## src/hw/ssfg_defs.svh

```systemverilog
`ifndef SSFG_DEFS_SVH
`define SSFG_DEFS_SVH

// feature-query leaf numbers and the bits they report
`define SSFG_LEAF_BASIC 32'h0000_0001
`define SSFG_LEAF_DETAIL 32'h0000_000d
`define SSFG_SUB_USER 32'h0000_0000
`define SSFG_SUB_EXT 32'h0000_0001
`define SSFG_SUPPORT_BIT 26
`define SSFG_OS_ECHO_BIT 27

// control_reg_four position of the os save enable bit
`define SSFG_OS_SAVE_BIT 18

// extended_feature_mask component positions
`define SSFG_X87_BIT 0
`define SSFG_SCALAR_BIT 1
`define SSFG_WIDE_BIT 2
`define SSFG_BND_HI 4
`define SSFG_BND_LO 3
`define SSFG_MASK_RESET 64'h0000_0000_0000_0001
`define SSFG_MASK_RSVD 64'hffff_ffff_ffff_fd00
`define SSFG_PAIR_SET 2'h3
`define SSFG_PAIR_CLR 2'h0
`define SSFG_WIDE_ALONE 2'h2

// mask read/write selectors
`define SSFG_SEL_MASK 32'h0000_0000
`define SSFG_SEL_INIT 32'h0000_0001

// save area geometry
`define SSFG_LEGACY_BYTES 32'h0000_0240
`define SSFG_ALIGN_MASK 32'h0000_003f
`define SSFG_NCOMP 5
`define SSFG_DEF_SIZE {32'h40, 32'h40, 32'h100, 32'h0, 32'h0}
`define SSFG_DEF_OFFS {32'h400, 32'h3c0, 32'h240, 32'h0, 32'h0}
`define SSFG_DEF_ALIGN 5'h00
`define SSFG_DEF_USER_MAP 64'h0000_0000_0000_001f
`define SSFG_DEF_SUPV_MAP 64'h0000_0000_0000_0000

`endif

```

## src/hw/ssfg_pkg.sv

```systemverilog
package ssfg_pkg;

  // instruction classes presented to the gate
  typedef enum logic [3:0] {
    SSFG_OP_SAVE = 4'h0,
    SSFG_OP_RESTORE = 4'h1,
    SSFG_OP_RESTORE_CMP = 4'h2,
    SSFG_OP_OPT_SAVE = 4'h3,
    SSFG_OP_CMP_SAVE = 4'h4,
    SSFG_OP_SUPV_SAVE = 4'h5,
    SSFG_OP_SUPV_RESTORE = 4'h6,
    SSFG_OP_MASK_READ = 4'h7,
    SSFG_OP_MASK_WRITE = 4'h8,
    SSFG_OP_WIDE_VEC = 4'h9,
    SSFG_OP_BOUNDS = 4'ha,
    SSFG_OP_BRANCH = 4'hb,
    SSFG_OP_SCALAR_VEC = 4'hc,
    SSFG_OP_MODEL_RD = 4'hd,
    SSFG_OP_MODEL_WR = 4'he,
    SSFG_OP_OTHER = 4'hf
  } ssfg_op_t;

  // one query result, four words
  typedef struct packed {
    logic [31:0] eax;
    logic [31:0] ebx;
    logic [31:0] ecx;
    logic [31:0] edx;
  } ssfg_result_t;

endpackage : ssfg_pkg

```

## src/hw/ssfg_query_if.sv

```systemverilog
interface ssfg_query_if;
  // request side
  logic req;
  logic [31:0] leaf;
  logic [31:0] sub;
  logic os_en;
  logic [63:0] user_mask;
  logic [63:0] supv_mask;
  // answer side, registered in the table module
  logic ack;
  ssfg_pkg::ssfg_result_t res;

  modport host (
    output req,
    output leaf,
    output sub,
    output os_en,
    output user_mask,
    output supv_mask,
    input ack,
    input res
  );

  modport table_side (
    input req,
    input leaf,
    input sub,
    input os_en,
    input user_mask,
    input supv_mask,
    output ack,
    output res
  );
endinterface : ssfg_query_if

```

## src/hw/ssfg_enum_rom.sv

```systemverilog
`include "ssfg_defs.svh"

module ssfg_enum_rom #(
  parameter logic SUPPORT = 1'b1,
  parameter logic [63:0] USER_MAP = `SSFG_DEF_USER_MAP,
  parameter logic [63:0] SUPV_MAP = `SSFG_DEF_SUPV_MAP,
  parameter logic HAS_OPT = 1'b1,
  parameter logic HAS_CMP = 1'b1,
  parameter logic HAS_SEL1 = 1'b1,
  parameter logic HAS_SUPV = 1'b0,
  parameter logic [`SSFG_NCOMP*32-1:0] COMP_SIZE = `SSFG_DEF_SIZE,
  parameter logic [`SSFG_NCOMP*32-1:0] COMP_OFFS = `SSFG_DEF_OFFS,
  parameter logic [`SSFG_NCOMP-1:0] COMP_ALIGN = `SSFG_DEF_ALIGN
) (
  input wire logic clk_sys_i,
  input wire logic rstn_i,
  ssfg_query_if.table_side q
);

  localparam int N = `SSFG_NCOMP;
  // every component the table knows, user or supervisor
  localparam logic [63:0] ANY_MAP = USER_MAP | SUPV_MAP;

  // running area ends: standard format over map and over mask, compacted over union
  logic [31:0] end_all [N+1];
  logic [31:0] end_cur [N+1];
  logic [31:0] end_cmp [N+1];
  logic [63:0] union_mask;

  assign union_mask = q.user_mask | q.supv_mask;
  assign end_all[0] = `SSFG_LEGACY_BYTES;
  assign end_cur[0] = `SSFG_LEGACY_BYTES;
  assign end_cmp[0] = `SSFG_LEGACY_BYTES;

  // one stage per component: max of section ends, compacted running sum
  for (genvar i = 0; i < N; i++)
  begin : g_comp
    wire [31:0] top_w = COMP_OFFS[i*32 +: 32] + COMP_SIZE[i*32 +: 32];
    wire [31:0] rnd_w = (end_cmp[i] + `SSFG_ALIGN_MASK) & ~`SSFG_ALIGN_MASK;
    wire [31:0] base_w = COMP_ALIGN[i] ? rnd_w : end_cmp[i];
    assign end_all[i+1] = (USER_MAP[i] && top_w > end_all[i]) ? top_w : end_all[i];
    assign end_cur[i+1] = (USER_MAP[i] && q.user_mask[i] && top_w > end_cur[i]) ?
                          top_w : end_cur[i];
    // components 0 and 1 live in the legacy region and add nothing
    assign end_cmp[i+1] = (ANY_MAP[i] && union_mask[i] && i > 1) ?
                          base_w + COMP_SIZE[i*32 +: 32] : end_cmp[i];
  end

  // per-component detail lookup
  wire is_basic = q.leaf == `SSFG_LEAF_BASIC;
  wire is_detail = (q.leaf == `SSFG_LEAF_DETAIL) && SUPPORT;
  wire in_table = q.sub < 32'(N);
  wire [2:0] idx = q.sub[2:0];
  wire comp_ok = in_table && (q.sub > `SSFG_SUB_EXT) && ANY_MAP[idx];
  wire comp_supv = SUPV_MAP[idx];

  ssfg_pkg::ssfg_result_t res_d;

  // answer selection; unknown leaves and components read all zero
  always_comb
  begin
    res_d = '0;
    if (is_basic)
    begin
      res_d.ecx[`SSFG_SUPPORT_BIT] = SUPPORT;
      res_d.ecx[`SSFG_OS_ECHO_BIT] = q.os_en;
    end
    else if (is_detail && q.sub == `SSFG_SUB_USER)
    begin
      res_d.eax = USER_MAP[31:0];
      res_d.edx = USER_MAP[63:32];
      res_d.ecx = end_all[N];
      res_d.ebx = end_cur[N];
    end
    else if (is_detail && q.sub == `SSFG_SUB_EXT)
    begin
      res_d.eax = {28'h0000000, HAS_SUPV, HAS_SEL1, HAS_CMP, HAS_OPT};
      res_d.ebx = end_cmp[N];
      res_d.ecx = SUPV_MAP[31:0];
      res_d.edx = SUPV_MAP[63:32];
    end
    else if (is_detail && comp_ok)
    begin
      res_d.eax = COMP_SIZE[idx*32 +: 32];
      res_d.ebx = comp_supv ? 32'h0 : COMP_OFFS[idx*32 +: 32];
      res_d.ecx = {30'h0, COMP_ALIGN[idx], comp_supv};
    end
  end

  // answer register: one cycle after the request
  always_ff @(posedge clk_sys_i)
  begin
    if (!rstn_i)
    begin
      q.ack <= 1'b0;
      q.res <= '0;
    end
    else
    begin
      q.ack <= q.req;
      if (q.req)
        q.res <= res_d;
    end
  end

endmodule : ssfg_enum_rom

```

## src/hw/ssfg_gate.sv

```systemverilog
`include "ssfg_defs.svh"

// Function
// RULE_01 - support bit clear rejects everything, no detail
// RULE_02 - support bit set enables core instructions, detail
// RULE_03 - os save enable settable only when supported
// RULE_04 - sub-function 0 user map, bits 0,1 set
// RULE_05 - sub-function 0 reports full and current sizes
// RULE_06 - optimized save faults when not reported
// RULE_07 - compacted save faults when not reported
// RULE_08 - report selector 1 mask read support
// RULE_09 - supervisor ops fault unless reported; implies compaction
// RULE_10 - sub-function 1 union size, supervisor map
// RULE_11 - per-component size, offset, supervisor flag
// RULE_12 - per-component alignment bit, rest zero
// RULE_13 - unsupported component returns all zero
// RULE_14 - os save enable clear: invalid opcode
// RULE_15 - mask write loads 64 bits at privilege 0
// RULE_16 - mask bit 0 always one
// RULE_17 - mask bit 1 writable, never gates execution
// RULE_18 - wide vector needs enable and mask bit 2
// RULE_19 - wide without scalar state is refused
// RULE_20 - clearing bit 2 keeps wide state
// RULE_21 - bounds ops are no-ops unless enabled
// RULE_22 - bounds pair all or nothing
// RULE_23 - reserved mask bits refused, reset zero
// RULE_24 - faulting write keeps mask; unsupported bits refused
module ssfg_gate #(
  parameter logic SUPPORT = 1'b1,
  parameter logic [63:0] USER_MAP = `SSFG_DEF_USER_MAP,
  parameter logic [63:0] SUPV_MAP = `SSFG_DEF_SUPV_MAP,
  parameter logic HAS_OPT = 1'b1,
  parameter logic HAS_CMP = 1'b1,
  parameter logic HAS_SEL1 = 1'b1,
  parameter logic HAS_SUPV = 1'b0,
  parameter logic [`SSFG_NCOMP*32-1:0] COMP_SIZE = `SSFG_DEF_SIZE,
  parameter logic [`SSFG_NCOMP*32-1:0] COMP_OFFS = `SSFG_DEF_OFFS,
  parameter logic [`SSFG_NCOMP-1:0] COMP_ALIGN = `SSFG_DEF_ALIGN
) (
  input wire logic clk_sys_i,
  input wire logic rstn_i,
  // control_reg_four write
  input wire logic cr4_wr_i,
  input wire logic [31:0] cr4_wdata_i,
  output logic os_save_enable_o,
  // instruction gate request
  input wire logic instr_valid_i,
  input wire ssfg_pkg::ssfg_op_t instr_op_i,
  input wire logic [1:0] privilege_level_i,
  input wire logic [31:0] instr_sel_i,
  input wire logic [63:0] instr_wdata_i,
  input wire logic [63:0] init_state_i,
  input wire logic [63:0] supv_mask_i,
  // instruction gate answer
  output logic done_o,
  output logic exec_ok_o,
  output logic invalid_opcode_fault_o,
  output logic protection_fault_o,
  output logic bounds_nop_o,
  output logic bounds_prefix_ignore_o,
  output logic [63:0] rd_data_o,
  output logic [63:0] extended_feature_mask_o,
  // feature query
  input wire logic query_valid_i,
  input wire logic [31:0] query_leaf_i,
  input wire logic [31:0] query_sub_i,
  output logic query_done_o,
  output logic [31:0] query_eax_o,
  output logic [31:0] query_ebx_o,
  output logic [31:0] query_ecx_o,
  output logic [31:0] query_edx_o
);

  // refuse configurations the table and gate cannot serve
  if (USER_MAP[`SSFG_SCALAR_BIT:`SSFG_X87_BIT] != 2'h3)
  begin : g_bad_map
    $error("user map must hold components 0 and 1");
  end
  if (HAS_SUPV && !HAS_CMP)
  begin : g_bad_supv
    $error("supervisor support requires compaction support");
  end
  if (((USER_MAP | SUPV_MAP) >> `SSFG_NCOMP) != 64'h0)
  begin : g_bad_range
    $error("maps name components beyond the size table");
  end
  if ((USER_MAP & SUPV_MAP) != 64'h0)
  begin : g_bad_overlap
    $error("a component cannot be both user and supervisor");
  end

  // architectural state
  logic os_en_q;
  logic os_en_d;
  logic [63:0] mask_q;
  logic [63:0] mask_d;

  // registered answer of the gate
  logic done_q;
  logic ok_q;
  logic ud_q;
  logic gp_q;
  logic bnop_q;
  logic bpfx_q;
  logic [63:0] rd_q;

  // RULE_03 os enable gated
  // the bit only sticks when the feature set exists, otherwise it reads 0
  assign os_en_d = cr4_wr_i ? (cr4_wdata_i[`SSFG_OS_SAVE_BIT] & SUPPORT) : os_en_q;

  // op class decode
  wire op_save = instr_op_i == ssfg_pkg::SSFG_OP_SAVE;
  wire op_rest = instr_op_i == ssfg_pkg::SSFG_OP_RESTORE;
  wire op_rcmp = instr_op_i == ssfg_pkg::SSFG_OP_RESTORE_CMP;
  wire op_opt = instr_op_i == ssfg_pkg::SSFG_OP_OPT_SAVE;
  wire op_csav = instr_op_i == ssfg_pkg::SSFG_OP_CMP_SAVE;
  wire op_ssav = instr_op_i == ssfg_pkg::SSFG_OP_SUPV_SAVE;
  wire op_srst = instr_op_i == ssfg_pkg::SSFG_OP_SUPV_RESTORE;
  wire op_mrd = instr_op_i == ssfg_pkg::SSFG_OP_MASK_READ;
  wire op_mwr = instr_op_i == ssfg_pkg::SSFG_OP_MASK_WRITE;
  wire op_wide = instr_op_i == ssfg_pkg::SSFG_OP_WIDE_VEC;
  wire op_bnd = instr_op_i == ssfg_pkg::SSFG_OP_BOUNDS;
  wire op_br = instr_op_i == ssfg_pkg::SSFG_OP_BRANCH;
  wire op_model = (instr_op_i == ssfg_pkg::SSFG_OP_MODEL_RD) ||
                  (instr_op_i == ssfg_pkg::SSFG_OP_MODEL_WR);

  // every instruction of the feature set itself
  wire op_family = op_save | op_rest | op_rcmp | op_opt | op_csav |
                   op_ssav | op_srst | op_mrd | op_mwr;
  wire priv_zero = privilege_level_i == 2'h0;
  wire sel_mask = instr_sel_i == `SSFG_SEL_MASK;
  wire sel_init = instr_sel_i == `SSFG_SEL_INIT;

  // RULE_01 no support faults
  // RULE_14 enable clear faults
  // with the set unsupported the enable cannot be 1, so both fold into one term
  wire ud_family = op_family & (!SUPPORT | !os_en_q);

  // RULE_06 optimized save gated
  wire ud_opt = op_opt & !HAS_OPT;
  // RULE_07 compacted forms gated
  wire ud_cmp = (op_csav | op_rcmp) & !HAS_CMP;
  // RULE_09 supervisor ops gated
  wire ud_supv = (op_ssav | op_srst) & !HAS_SUPV;
  // RULE_18 wide vector enable
  wire wide_on = os_en_q & mask_q[`SSFG_WIDE_BIT];
  wire ud_wide = op_wide & !wide_on;

  wire ud_any = ud_family | ud_opt | ud_cmp | ud_supv | ud_wide;

  // value checks for a selector-0 mask write
  wire [63:0] wv = instr_wdata_i;
  wire [1:0] wv_bnd = wv[`SSFG_BND_HI:`SSFG_BND_LO];
  // RULE_16 bit 0 must be one
  wire bad_x87 = !wv[`SSFG_X87_BIT];
  // RULE_19 wide without scalar
  wire bad_wide = wv[`SSFG_WIDE_BIT:`SSFG_SCALAR_BIT] == `SSFG_WIDE_ALONE;
  // RULE_22 bounds pair all or nothing
  wire bad_bnd = (wv_bnd != `SSFG_PAIR_CLR) && (wv_bnd != `SSFG_PAIR_SET);
  // RULE_23 reserved bits
  wire bad_rsvd = (wv & `SSFG_MASK_RSVD) != 64'h0;
  // RULE_04 map limits the mask
  // RULE_24 unsupported bits refused
  // this also covers bit 2 and bits 4:3 when the map lacks them
  wire bad_map = (wv & ~USER_MAP) != 64'h0;
  wire bad_value = bad_x87 | bad_wide | bad_bnd | bad_rsvd | bad_map;

  // RULE_15 privilege and selector
  // other selectors are not writable here, so they take a protection fault
  wire gp_mwr = op_mwr & (!priv_zero | !sel_mask | bad_value);
  // RULE_08 selector 1 read
  wire gp_mrd = op_mrd & !sel_mask & !(sel_init & HAS_SEL1);
  // RULE_09 supervisor mask access
  wire gp_model = op_model & (!HAS_SUPV | !priv_zero | !os_en_q);

  // an invalid opcode outranks a protection fault
  wire gp_any = !ud_any & (gp_mwr | gp_mrd | gp_model);

  // RULE_21 bounds enable
  // the pair only counts as on when both bits and the enable agree
  wire bnd_on = os_en_q && (mask_q[`SSFG_BND_HI:`SSFG_BND_LO] == `SSFG_PAIR_SET);
  wire bnop_d = op_bnd & !bnd_on;
  wire bpfx_d = op_br & !bnd_on;

  // RULE_24 faulting write discarded
  wire mask_commit = instr_valid_i & op_mwr & !ud_any & !gp_any;

  // RULE_15 full 64-bit load
  // RULE_20 clearing bit 2 touches only the mask
  // the wide register file is outside this block; nothing here clears it
  // RULE_16 bit 0 held at one
  assign mask_d = mask_commit ? (wv | `SSFG_MASK_RESET) : mask_q;

  // RULE_08 init optimization report
  // selector 1 shows enabled components that are not in their initial state
  wire [63:0] rd_d = sel_init ? (mask_q & init_state_i) : mask_q;

  // RULE_17 scalar vector never gated
  // scalar-vector and other ops fall through with no fault term at all
  wire ok_d = !ud_any & !gp_any & !bnop_d;

  // architectural state registers
  always_ff @(posedge clk_sys_i)
  begin
    if (!rstn_i)
    begin
      os_en_q <= 1'b0;
      // RULE_23 reserved bits reset zero
      mask_q <= `SSFG_MASK_RESET;
    end
    else
    begin
      os_en_q <= os_en_d;
      mask_q <= mask_d;
    end
  end

  // gate answer registers, one cycle after the request
  always_ff @(posedge clk_sys_i)
  begin
    if (!rstn_i)
    begin
      done_q <= 1'b0;
      ok_q <= 1'b0;
      ud_q <= 1'b0;
      gp_q <= 1'b0;
      bnop_q <= 1'b0;
      bpfx_q <= 1'b0;
    end
    else
    begin
      done_q <= instr_valid_i;
      ok_q <= instr_valid_i & ok_d;
      ud_q <= instr_valid_i & ud_any;
      gp_q <= instr_valid_i & gp_any;
      bnop_q <= instr_valid_i & bnop_d;
      bpfx_q <= instr_valid_i & bpfx_d;
    end
  end

  // read data only moves on a successful mask read, so it holds otherwise
  always_ff @(posedge clk_sys_i)
  begin
    if (!rstn_i)
      rd_q <= 64'h0;
    else if (instr_valid_i && op_mrd && !ud_any && !gp_any)
      rd_q <= rd_d;
  end

  // feature query table
  ssfg_query_if qif ();

  // RULE_02 detail when supported
  // RULE_05 sizes follow the live mask
  assign qif.req = query_valid_i;
  assign qif.leaf = query_leaf_i;
  assign qif.sub = query_sub_i;
  assign qif.os_en = os_en_q;
  assign qif.user_mask = mask_q;
  assign qif.supv_mask = supv_mask_i;

  // RULE_10 union size, supervisor map
  // RULE_11 per-component details
  // RULE_12 alignment bit
  // RULE_13 unknown reads zero
  ssfg_enum_rom #(
    .SUPPORT(SUPPORT),
    .USER_MAP(USER_MAP),
    .SUPV_MAP(SUPV_MAP),
    .HAS_OPT(HAS_OPT),
    .HAS_CMP(HAS_CMP),
    .HAS_SEL1(HAS_SEL1),
    .HAS_SUPV(HAS_SUPV),
    .COMP_SIZE(COMP_SIZE),
    .COMP_OFFS(COMP_OFFS),
    .COMP_ALIGN(COMP_ALIGN)
  ) u_rom (
    .clk_sys_i(clk_sys_i),
    .rstn_i(rstn_i),
    .q(qif.table_side)
  );

  // outputs, all from flip-flops
  assign os_save_enable_o = os_en_q;
  assign done_o = done_q;
  assign exec_ok_o = ok_q;
  assign invalid_opcode_fault_o = ud_q;
  assign protection_fault_o = gp_q;
  assign bounds_nop_o = bnop_q;
  assign bounds_prefix_ignore_o = bpfx_q;
  assign rd_data_o = rd_q;
  assign extended_feature_mask_o = mask_q;
  assign query_done_o = qif.ack;
  assign query_eax_o = qif.res.eax;
  assign query_ebx_o = qif.res.ebx;
  assign query_ecx_o = qif.res.ecx;
  assign query_edx_o = qif.res.edx;

endmodule : ssfg_gate

```

## config.mk

```make
export PLATFORM = sky130hd
export DESIGN_NAME = ssfg_gate
export DESIGN_NICKNAME = d
export VERILOG_FILES = /design/src/hw/ssfg_pkg.sv /design/src/hw/ssfg_query_if.sv /design/src/hw/ssfg_enum_rom.sv /design/src/hw/ssfg_gate.sv
export VERILOG_INCLUDE_DIRS = /design/src /design/src/hw
export SDC_FILE = /design/constraint.sdc
export NUM_CORES = 1
export LEC_CHECK = 0
export BUFFER_PORTS_ARGS = -buffer_cell sky130_fd_sc_hd__buf_2
export CAP_MARGIN = 20
export CORE_AREA = 2 2 229 231
export DETAILED_ROUTE_END_ITERATION = 6
export DIE_AREA = 0 0 231 233
export GPL_TIMING_DRIVEN = 0
export HOLD_SLACK_MARGIN = 0.1
export SYNTH_ARGS = -nofsm -noshare
export SYNTH_HDL_FRONTEND = slang
export SYNTH_HIERARCHICAL = 1
export SYNTH_SLANG_ARGS = --single-unit
```

## constraint.sdc

```tcl
create_clock -name clk_sys_i -period 2.8 [get_ports clk_sys_i]
set_input_delay 0.14 -clock clk_sys_i [delete_from_list [all_inputs] [get_ports clk_sys_i]]
set_output_delay 0.14 -clock clk_sys_i [all_outputs]
set_load 0.05 [all_outputs]
```

# After elaboration in Yosys (flattened, before gate mapping)
# Memory sizes are Yosys's and may differ from the RTL's.
# Cells that the tools add are included.
# Widths: inputs -> output; s select.
# word_totals
ff_bits	263
output_inout_bits	264
inputBits	331
elab_cells	134
mem_bits_ro	24
mem_count	3
# mem_list
memory	words	word_bits	rd	rd_clocked_by_memory_dff	write_ports	line_no	rtl
(no name shown)	8	1	1	0	0	ssfg_enum_rom.sv:55	wire comp_supv = SUPV_MAP[idx];
(no name shown)	8	1	1	0	0	ssfg_enum_rom.sv:86	res_d.ecx = {30'h0, COMP_ALIGN[idx], comp_supv};
(no name shown)	8	1	1	0	0	ssfg_enum_rom.sv:54	wire comp_ok = in_table && (q.sub > `SSFG_SUB_EXT) && ANY_MAP[idx];
# classes
n_mux	17
eq_ne	20
add_sub_neg	2
order_cmp	6
n_shift	2
bitwise_logic	40
reduce_logical	30
# op_table
op	n
$shiftx 160x9->32 const A	2
$mux 96	2
$mux 32	5
$mux 128	1
$reduce_bool 64->1	2
$eq 32x1->1 const B	3
$mux 68	1
$add 32x7->32 const B	2
$and 64x64->64	1
$gt 11x32->1 const A	2
$logic_not 32->1	2
$mux 64	1
$mux 58	1
$eq 32x4->1 const B	1
$gt 32x1->1 const B	1
$lt 32x3->1 const B	1
$eq 4x4->1 const B	6
$and 1x1->1	19
$or 1x1->1	19
$mux 9	2
$eq 4x3->1 const B	4
$logic_and 1x1->1	12
$logic_not 1->1	10
$eq 4x2->1 const B	2
12 further kinds	15

# Logic depth before layout (Yosys ltp)
# Gate-level depths: netlist of run 1.
# logic_depth
word_depth	18
mapped_depth	7
mapped_depth_nobuf	5

# Cells and area by module
# Netlist of run 1, hierarchy kept.
# modules_own_cells
module	cells_each	area_each_um2	instances
ssfg_gate	458	5197.5	1
ssfg_enum_rom	208	1650.3	1

# Least setup slack after synthesis of run 1
# No wires, ideal clock.
# synth_path
path_kind	register -> register
startpoint	register os_en_q (netlist: os_save_enable_o)
endpoint	register rd_q[10] (netlist: rd_data_o[10])
path_slack_ps	874
path_stages_with_launch	6
arrival_time_ps	1809
required_time_ps	2684
cell_sequence	dfxtp_1 > o22ai_1 > nor4b_4 > a21oi_4 > buf_2 > o2bb2ai_2
# synth_via
elab_chain_len	8
word_cells_on_any_way	12
# synth_rtl
item	line_no	rtl
start, declared	ssfg_gate.sv:93	logic os_en_q;
start signal, assigned	ssfg_gate.sv:213	os_en_q <= os_en_d;
$logic_not 1->1 or $and 1x1->1 (tied branches)	--	
$and 1x1->1 or $logic_not 1->1 (tied branches)	ssfg_gate.sv:137, ssfg_gate.sv:147	
$or 1x1->1 or $and 1x1->1 (tied branches)	ssfg_gate.sv:149, ssfg_gate.sv:147	
$or 1x1->1 *	ssfg_gate.sv:149	wire ud_any = ud_family | ud_opt | ud_cmp | ud_supv | ud_wide;
$logic_not 1->1 *	ssfg_gate.sv:177, ssfg_gate.sv:246	
$and 1x1->1	ssfg_gate.sv:177	wire gp_any = !ud_any & (gp_mwr | gp_mrd | gp_model);
$logic_not 1->1	ssfg_gate.sv:246	else if (instr_valid_i && op_mrd && !ud_any && !gp_any)
$logic_and 1x1->1 *	ssfg_gate.sv:246	
end signal, assigned	ssfg_gate.sv:247	rd_q <= rd_d;
end, declared	ssfg_gate.sv:105	logic [63:0] rd_q;
# Mark *: on every way between the ends. The rest lies on a longest branch, timed or not.
# A chain may end at the register's enable or synchronous reset.

# Worst setup path in the final report of run 1
# layout_path
startpoint	input instr_sel_i[0]
endpoint	register mask_q[8] (netlist: extended_feature_mask_o[8])
# layout_via
elab_chain_len	10
word_cells_on_any_way	14
# layout_rtl
item	line_no	rtl
start, declared	ssfg_gate.sv:50	input wire logic [31:0] instr_sel_i,
$logic_not 32->1 (no source line)	--	
$logic_not 1->1	ssfg_gate.sv:170, ssfg_gate.sv:172	
$or 1x1->1 (2 in series)	ssfg_gate.sv:170	wire gp_mwr = op_mwr & (!priv_zero | !sel_mask | bad_value);
$and 1x1->1	ssfg_gate.sv:170	
$or 1x1->1 * (2 in series)	ssfg_gate.sv:177	
$and 1x1->1 *	ssfg_gate.sv:177	
$logic_not 1->1 *	ssfg_gate.sv:186	wire mask_commit = instr_valid_i & op_mwr & !ud_any & !gp_any;
$and 1x1->1 *	ssfg_gate.sv:186	
end signal, assigned	ssfg_gate.sv:209	mask_q <= `SSFG_MASK_RESET;
end signal, assigned	ssfg_gate.sv:214	mask_q <= mask_d;
end, declared	ssfg_gate.sv:95	logic [63:0] mask_q;
# Marks and branches as above.

==> flow_summary.toml, run 1 <==
[sta]
setup_viol = 0
rsz0062_at_grt = "no"
fin_skew_ns = 0.0144
holdWs_ns = 0.169
hold_viol_final = 0
slew_violations = 0
min_period_ns = 2.48
max_freq_mhz = 403
worst-slew-pin-transition_ns = 0.755
setup_tns_ns = 0
setup_ws_ns = 0.317
fin_crit_sh_pct = 88.7
slew_headroom_pct = 49.3

[floorplan]
dieArea_sq_um = 53800
core_sq_um = 51100
num_rows = 83
initial_core_util_pct = 13.4
num_io_pins = 595
fp.dieW_um = 231
fp.dieH_um = 233

[grt]
grt_max_degree = 17
antenna_found_initial = 3
grt_usage_pct = 10.8
grt_pass1_vias = 7172
grt.overflow.total = 0
grt_pass1_wl_um = 43100

[power_and_ir_drop]
finalPower_mw = 5.23
ir_drop_mv = 0.400
p_leak_nw = 5.54
power.density_nw_per_um2 = 455

[clock_network]
root_buffer = "clkbuf_16"
cts_hold_buf = 85
cts_max_level = 4
cts_tree = "built"
ctsResizeCount = 0
cts.sinks = 146
clk_pin_slew_ns = 0.07
post_cts_buffers = 0
cts.path.max_buffers = 2
insertion_delay_ns = 0.47
numCtsBuffers = 17

[worst_setup_path]
arrival_ns = 2.84
required_ns = 3.16
crit_chain = "buf_2, nor4b_1, nand4_1, nor4_2, nand4_2, clkbuf_1, and3_1"
critPathLaunchType = "primary input"
crit_end = "extended_feature_mask_o[8]"
crit_path_max_fanout = 10
cpPeakStageDelay_ns = 0.53
crit_buf_inv = 2
crit_cells = 7
startpoint = "instr_sel_i[0]"
rr_worst_depth = 6
path_class = "in -> reg"
crit_slowest_cell = "nor4_2"
r2r-end = "extended_feature_mask_o[8]"
worst_setup_path_end_kind = "register"
r2r_start = "extended_feature_mask_o[2]"
cp_top_family = "simple AND/OR/NAND/NOR gates"
r2r_slack_ns = 0.36

[drt]
drc = 0
num_vias = 7113
drt-total-wl_um = 29800
final_antenna_net_count = 0
drt_pass1_iterations = 6
drt_iter0_drc = 243
routedWlPerCell_um = 15.2
via_per_inst = 3.62

[flow_run]
drv_cap = 0

[finish]
layout_commonest_cell = "buf_2"
final_cell_mix = "394 x buf_2, 146 x dfxtp_1, 120 x buf_4"
final_area_sq_um = 11500
final_core_util_pct = 22.5
syn2layout_area_growth_pct = 67.6
nNetsFinal = 1600
drive_gt1_share_pct = 49.8
final_cells = 1964

[status]
status = "finished clean"

[synth]
synth_top_family_by_area = "compound AO/OA/AOI/OAI gates"
synthCells = 666
synthArstFlopShare_pct = 0
synth_warnings = 6
synth_mux_area_share_pct = 0.731
synth-xor-area-share_pct = 0.128
netlist_area_sq_um = 6850
synth_edf_count = 0
synthAdderAreaFrac_pct = 0.183
ys.flop_type = "dfxtp_1"
seq_area_frac_synth_pct = 42.7
synth.avg_cell_area_sq_um = 10.3
synth-simple-area-share_pct = 18.7
synth_cell_type_count = 51
synth-seq-cells = 146
synth_compound_area_share_pct = 21.2

[placement]
placed_cells = 1844
post-place-ws_ns = -0.194
place_hpwl_um = 23500
place_congestion = 0.832
port_buffers = 387
dpl_cell_area_sq_um = 10100

[min_path]
min_path_type = "in -> reg"
sequential cells by signal (all words and copies together) (netlist names):
| name | count |
|---|---|
| exec_ok_o | 1 |
| os_save_enable_o | 1 |
| u_rom/q.ack | 1 |
| invalid_opcode_fault_o | 1 |
| bounds_prefix_ignore_o | 1 |
| rd_data_o | 64 |
| done_o | 1 |
| bounds_nop_o | 1 |
| u_rom/q.res | 11 |
| protection_fault_o | 1 |
| extended_feature_mask_o | 63 |
worst min-delay path by stage:
| stage | start | endpoint | depth (start not counted) |
|---|---|---|---|
| finish | supv_mask_i[2] | u_rom/q.res[72] | 5 |
| global route | rstn_i | u_rom/q.res[59] | 3 |
| CTS | supv_mask_i[2] | u_rom/q.res[72] | 5 |
| detailed placement | cr4_wdata_i[18] | os_save_enable_o | 3 |
| global placement | cr4_wdata_i[18] | os_save_enable_o | 3 |
| floorplan | query_valid_i | u_rom/q.ack | 2 |
synthesized netlist by cell type (all sizes together) (3+ instances only):
cell type	instances	share of area, %
a21oi	4	0.46
and3	59	5.4
and4	3	0.38
buf	134	15
clkbuf	20	1.1
dfxtp	146	43
inv	6	0.33
mux2i	5	0.73
nand2	26	1.4
nand3	10	0.91
nand4	15	1.5
nor2	10	0.55
nor2b	5	0.46
nor3	7	0.51
nor4	42	4.7
nor4b	5	1.0
o21ai	79	6.3
o2bb2ai	63	14
layout make-up:
cell class | count | area (sq um)
fill | 5605 | 39600
antenna | 3 | 7.51
sequential | 146 | 2920
inverter | 6 | 22.5
buffer | 154 | 1090
timing repair buffer | 472 | 2790
tap | 680 | 851
clock inverter | 13 | 115
multi-input combinational | 471 | 3230
clock buffer | 19 | 453
where the power goes:
group          total [mW]  switching [mW]  internal, mW
clock                2.25            1.04          1.21
combinational       0.893           0.555         0.338
sequential           2.08         0.00242          2.08
kinds of logic (layout without fill, tap and decap cells):
| logic type | count (synthesis) | count (layout) |
|---|---|---|
| DFF | 146 | 146 |
| xor gates and xnor gates | 1 | 1 |
| buffers and inverters | 160 | 664 |
| muxes | 5 | 5 |
| other | 2 | 116 |
| and+or+nand+nor | 197 | 197 |
| adders and majority gates | 1 | 1 |
| AOI/OAI and AO/OA | 154 | 154 |
routing by layer:
metal / vias up / track usage, % / routed length [um]
li1: 3438 / - / -
met1: 3288 / 12.4 / 12300
met2: 329 / 18.5 / 14600
met3: 56 / 3.13 / 2030
met4: 2 / 5.26 / 864
met5: - / 0 / 13
worst reg2reg max path, stage by stage (launching register included):
cell and delay [ns]:
dfxtp_1 0.50, nor3b_1 0.09, o21ai_0 0.22, nor2b_1 0.36, nand4_2 0.48, clkbuf_1 0.42
and3_1 0.28
(Power assumes the default switching activity.)
==> inputs of run 2 (changes only) <==
Clock period 2.8 ns to 3 ns, I/O delays scaled along.
==> run 2 against run 1 <==
Effect of this change: worst hold slack worse by 0.036 ns; clock power is 7% lower; sequential power fell by 7%; via count decreased by 0.49%; cell count decreased by 0.10%; register-to-register slack improved by 0.21 ns; largest cell class unchanged.
==> flow_summary.toml, run 2 (synthesis results as in run 1) <==
[grt]
grt_pass1_vias = 7153
grt_max_degree = 17
grt_usage_pct = 10.8
antenna_found_initial = 3
grt_pass1_wl_um = 43100
grt.overflow.total = 0

[clock_network]
insertion_delay_ns = 0.47
cts_max_level = 4
cts.sinks = 146
clk_pin_slew_ns = 0.06
root_buffer = "clkbuf_16"
cts.path.max_buffers = 2
numCtsBuffers = 17
cts_hold_buf = 83
cts_tree = "built"
post_cts_buffers = 0
ctsResizeCount = 0

[placement]
port_buffers = 387
place_congestion = 0.832
place_hpwl_um = 23500
dpl_cell_area_sq_um = 10100

[worst_setup_path]
cpPeakStageDelay_ns = 0.57
path_class = "in -> reg"
arrival_ns = 2.81
worst_setup_path_end_kind = "register"
critPathMostFrequentCell = "clkbuf_1"
crit_buf_inv = 3
crit_slowest_cell = "dlygate4sd3_1"
critPathLaunchType = "primary input"
crit_chain = "dlygate4sd3_1, clkbuf_1, nor4b_1, and2_1, nand4_2, clkbuf_1, and3_1"
cp_top_family = "simple AND/OR/NAND/NOR gates"
crit_path_max_fanout = 10
required_ns = 3.36

[finish]
final_core_util_pct = 22.4
drive_gt1_share_pct = 49.9
final_cell_mix = "394 x buf_2, 146 x dfxtp_1, 120 x buf_4"
syn2layout_area_growth_pct = 67.3
largest_reg_flops = 64
nNetsFinal = 1598
seqCellArea_sq_um = 2920
final_area_sq_um = 11500
fillers = 5607
layout_commonest_cell = "buf_2"
multiInputGateArea_sq_um = 3230

[status]
status = "finished clean"

[power_and_ir_drop]
clockPowerShare_pct = 43.1
ir_drop_mv = 0.373
combPwrFrac_pct = 17.1
swShare_pct = 30.6
finalPower_mw = 4.87
power.density_nw_per_um2 = 425
p_seq_share_pct = 39.9
p_leak_nw = 5.53
p_int_mw = 3.38
net-switching-power_mw = 1.49

[floorplan]
dieArea_sq_um = 53800
num_rows = 83
fp.dieH_um = 233
core_sq_um = 51100
num_io_pins = 595
initial_core_util_pct = 13.4
fp.dieW_um = 231

[sta]
fin_skew_ns = 0.0144
max_freq_mhz = 408
hold_viol_final = 0
rsz0062_at_grt = "no"
fin_crit_sh_pct = 81.7
setup_viol = 0
worst-slew-pin-transition_ns = 0.784
min_period_ns = 2.45
slew_headroom_pct = 47.7
slew_violations = 0

[drt]
final_antenna_net_count = 0
num_vias = 7078
drt-total-wl_um = 29700
routedWlPerCell_um = 15.2
via_per_inst = 3.61
drt_pass1_iterations = 5
drt_iter0_drc = 222
drc = 0

[min_path]
min_path_type = "in -> reg"

[flow_run]
drv_cap = 0
==> run 2: cell count changes in the layout (fill, tap and decap cells not counted) <==
cell,before,now
dlygate4sd3_1,85,83
==> run 2: worst paths after layout <==
path,cells after the start,startpoint,to,slack (ns)
setup / recovery,7,instr_op_i[0],extended_feature_mask_o[8],0.55
hold / removal,3,init_state_i[17],rd_data_o[17],0.13
setup reg to reg,6,extended_feature_mask_o[2],extended_feature_mask_o[8],0.57
hold reg to reg,2,u_rom/q.res[58],u_rom/q.res[58],0.45
==> run 2: cell type report <==
| class | count | area share, % |
|---|---|---|
| Buffer | 154 | 9.51 |
| Timing Repair Buffer | 470 | 24.2 |
| Multi-Input combinational cell | 471 | 28.2 |
| Clock inverter | 13 | 1.00 |
| Clock buffer | 19 | 3.95 |
| Sequential cell | 146 | 25.5 |
| Inverter | 6 | 0.197 |
| Antenna cell | 3 | 0.0655 |
| Tap cell | 680 | 7.43 |
==> run 2: power groups by stage <==
stage | Combinational [mW] | Sequential [mW] | Clock [mW]
floorplan | 0.502 | 2.00 | 0
global placement | 0.732 | 1.99 | 0
detailed placement | 0.739 | 1.99 | 0
CTS | 0.824 | 1.94 | 2.20
global route | 0.881 | 1.94 | 2.25
finish | 0.831 | 1.94 | 2.10
==> run 2: worst register-to-register path, stage by stage (launching register included) <==
cell	delay, ns
dfxtp_1	0.50
nor3b_1	0.09
o21ai_0	0.21
nor2b_1	0.36
nand4_2	0.48
clkbuf_1	0.42
and3_1	0.28
==> run 2: metal layers <==
metal  vias to the layer above  share of wire (%)  GRT usage [%]
li1                       3431                  -              -
met2                       310                 49           18.6
met3                        52                6.8           3.11
met1                      3283                 41           12.4
met4                         2                2.8           5.12
met5                         -              0.044              0
==> run 2: metrics by stage <==
stage / cells / setup slack, ns / setup TNS (ns) / hold slack [ns]
floorplan: 777 / 1.07 / 0 / 0.262
global placement: 1844 / 0.0268 / 0 / 0.402
detailed placement: 1844 / -0.00363 / -0.00930 / 0.403
CTS: 1959 / 0.351 / 0 / 0.105
global route: 1959 / 0.193 / 0 / 0.133
finish: 1962 / 0.548 / 0 / 0.133
==> inputs of run 3 (changes only) <==
Clock period 3 ns to 2.2 ns, I/O delays scaled along.
==> run 3 against run 2 <==
Effect of this change: global-route usage is essentially flat; flip-flop and latch count is the same; register-to-register slack lost 0.40 ns; worst hold slack gained 0.0042 ns.
==> flow_summary.toml, run 3 (synthesis results as in run 1) <==
[grt]
grt_max_degree = 17
grt_pass1_vias = 7182
antenna_found_initial = 3
grt.overflow.total = 0
grt_pass1_wl_um = 43200
grt_usage_pct = 10.8

[min_path]
hold_end = "u_rom/q.res[98]"
hold_depth = 3
min_path_type = "in -> reg"
hp-start = "rstn_i"

[worst_setup_path]
arrival_ns = 2.47
path_class = "in -> reg"
r2r_start = "os_save_enable_o"
required_ns = 2.56
critPathLaunchType = "primary input"
cpPeakStageDelay_ns = 0.56
crit_slowest_cell = "nor4_2"
worst_setup_path_end_kind = "register"
crit_chain = "buf_2, nor4b_1, nand4_1, nor4_2, nand4_4, buf_12, clkbuf_1, and3_1"
r2r-end = "rd_data_o[0]"
crit_path_max_fanout = 10
rr_worst_depth = 6
r2r_slack_ns = 0.17

[sta]
rsz0062_at_grt = "no"
fin_crit_sh_pct = 95.8
setup_ws_ns = 0.0915
setup_viol = 0
slew_violations = 0
fin_skew_ns = 0.0155
worst-slew-pin-transition_ns = 0.778
max_freq_mhz = 474
holdWs_ns = 0.137
min_period_ns = 2.11
hold_viol_final = 0
setup_tns_ns = 0
slew_headroom_pct = 48.1

[drt]
drt_iter0_drc = 245
final_antenna_net_count = 0
top_layer = "met5"
wl_met2_um = 14700
num_vias = 7127
drc = 0
via_per_inst = 3.62
wl_met1_um = 12300
drt_pass1_iterations = 4
drt-total-wl_um = 29800
routed-wl-met3_um = 1920
routedWlPerCell_um = 15.1

[power_and_ir_drop]
power.density_nw_per_um2 = 576
p_leak_nw = 5.57
ir_drop_mv = 0.509

[floorplan]
num_io_pins = 595
core_sq_um = 51100
fp.dieH_um = 233
dieArea_sq_um = 53800
initial_core_util_pct = 13.4
num_rows = 83
fp.dieW_um = 231

[placement]
place_hpwl_um = 23500
port_buffers = 387
place_congestion = 0.832
post-place-ws_ns = -0.764
dpl_cell_area_sq_um = 10100

[finish]
layout_commonest_cell = "buf_2"
syn2layout_area_growth_pct = 68.9
final_core_util_pct = 22.6
final_cell_mix = "393 x buf_2, 145 x dfxtp_1, 123 x buf_4"
fillers = 5590
drive_gt1_share_pct = 50.4
nNetsFinal = 1604
largest_reg_flops = 64
final_area_sq_um = 11600

[clock_network]
cts_tree = "built"
cts.path.max_buffers = 2
cts.sinks = 146
insertion_delay_ns = 0.47
cts_max_level = 4
root_buffer = "clkbuf_16"
numCtsBuffers = 17
clk_pin_slew_ns = 0.06

[status]
status = "finished clean"

[flow_run]
drv_cap = 0
[run 3: power by group]
group | internal (mW) | leakage, nW | switching, mW
combinational | 0.437 | 4.12 | 0.709
clock | 1.54 | 0.277 | 1.33
sequential | 2.65 | 1.18 | 0.00316
[run 3: per-stage QoR]
| stage | total power [mW] | instances |
|---|---|---|
| final | 6.66 | 1967 |
| after global routing | 6.94 | 1965 |
| after CTS | 6.78 | 1965 |
| after detailed placement | 3.72 | 1844 |
| after global placement | 3.71 | 1844 |
| after floorplan | 3.41 | 777 |
[run 3: worst max-delay path by stage]
| stage | start | to | slack (ns) | depth (start not counted) |
|---|---|---|---|---|
| after floorplan | os_save_enable_o | rd_data_o[10] | 0.27 | 5 |
| after detailed placement | instr_sel_i[0] | extended_feature_mask_o[11] | -0.76 | 7 |
| after global routing | instr_sel_i[0] | extended_feature_mask_o[26] | 0.04 | 8 |
| after global placement | instr_sel_i[0] | extended_feature_mask_o[10] | -0.73 | 7 |
| after CTS | instr_sel_i[11] | rd_data_o[17] | 0.007 | 7 |
| final | instr_sel_i[0] | extended_feature_mask_o[21] | 0.09 | 8 |
[run 3: worst max-delay path: cells and delay by family]
kind,cells,cell delay [ns]
simple gates,5,1.78
buf+inv,3,0.56
[run 3: repair_timing]
action / in CTS / in global routing
resized for setup: 4 / 3
buffers inserted: 3 / 1
pin swaps: 1 / 1
endpoints found under the setup margin: 123 / 121
hold endpoints to repair: 86 / 0
hold buffers: 86 / 0
[run 3: cell type report]
cell class / instances / area, sq um / area share, %
clock buffer: 19 / 453 / 3.92
tap: 680 / 851 / 7.36
antenna: 2 / 5.00 / 0.0433
timing repair buffer: 477 / 2850 / 24.7
inverter: 6 / 22.5 / 0.195
buffer: 153 / 1090 / 9.42
multi-input combinational: 471 / 3250 / 28.1
clock inverter: 13 / 115 / 0.995
sequential: 146 / 2920 / 25.3
[run 3: layer usage]
metal  track usage [%]  up-vias
li1                  -     3448
met1              12.4     3322
met2              18.5      305
met3              3.13       50
met4              5.26        2
met5                 0        -
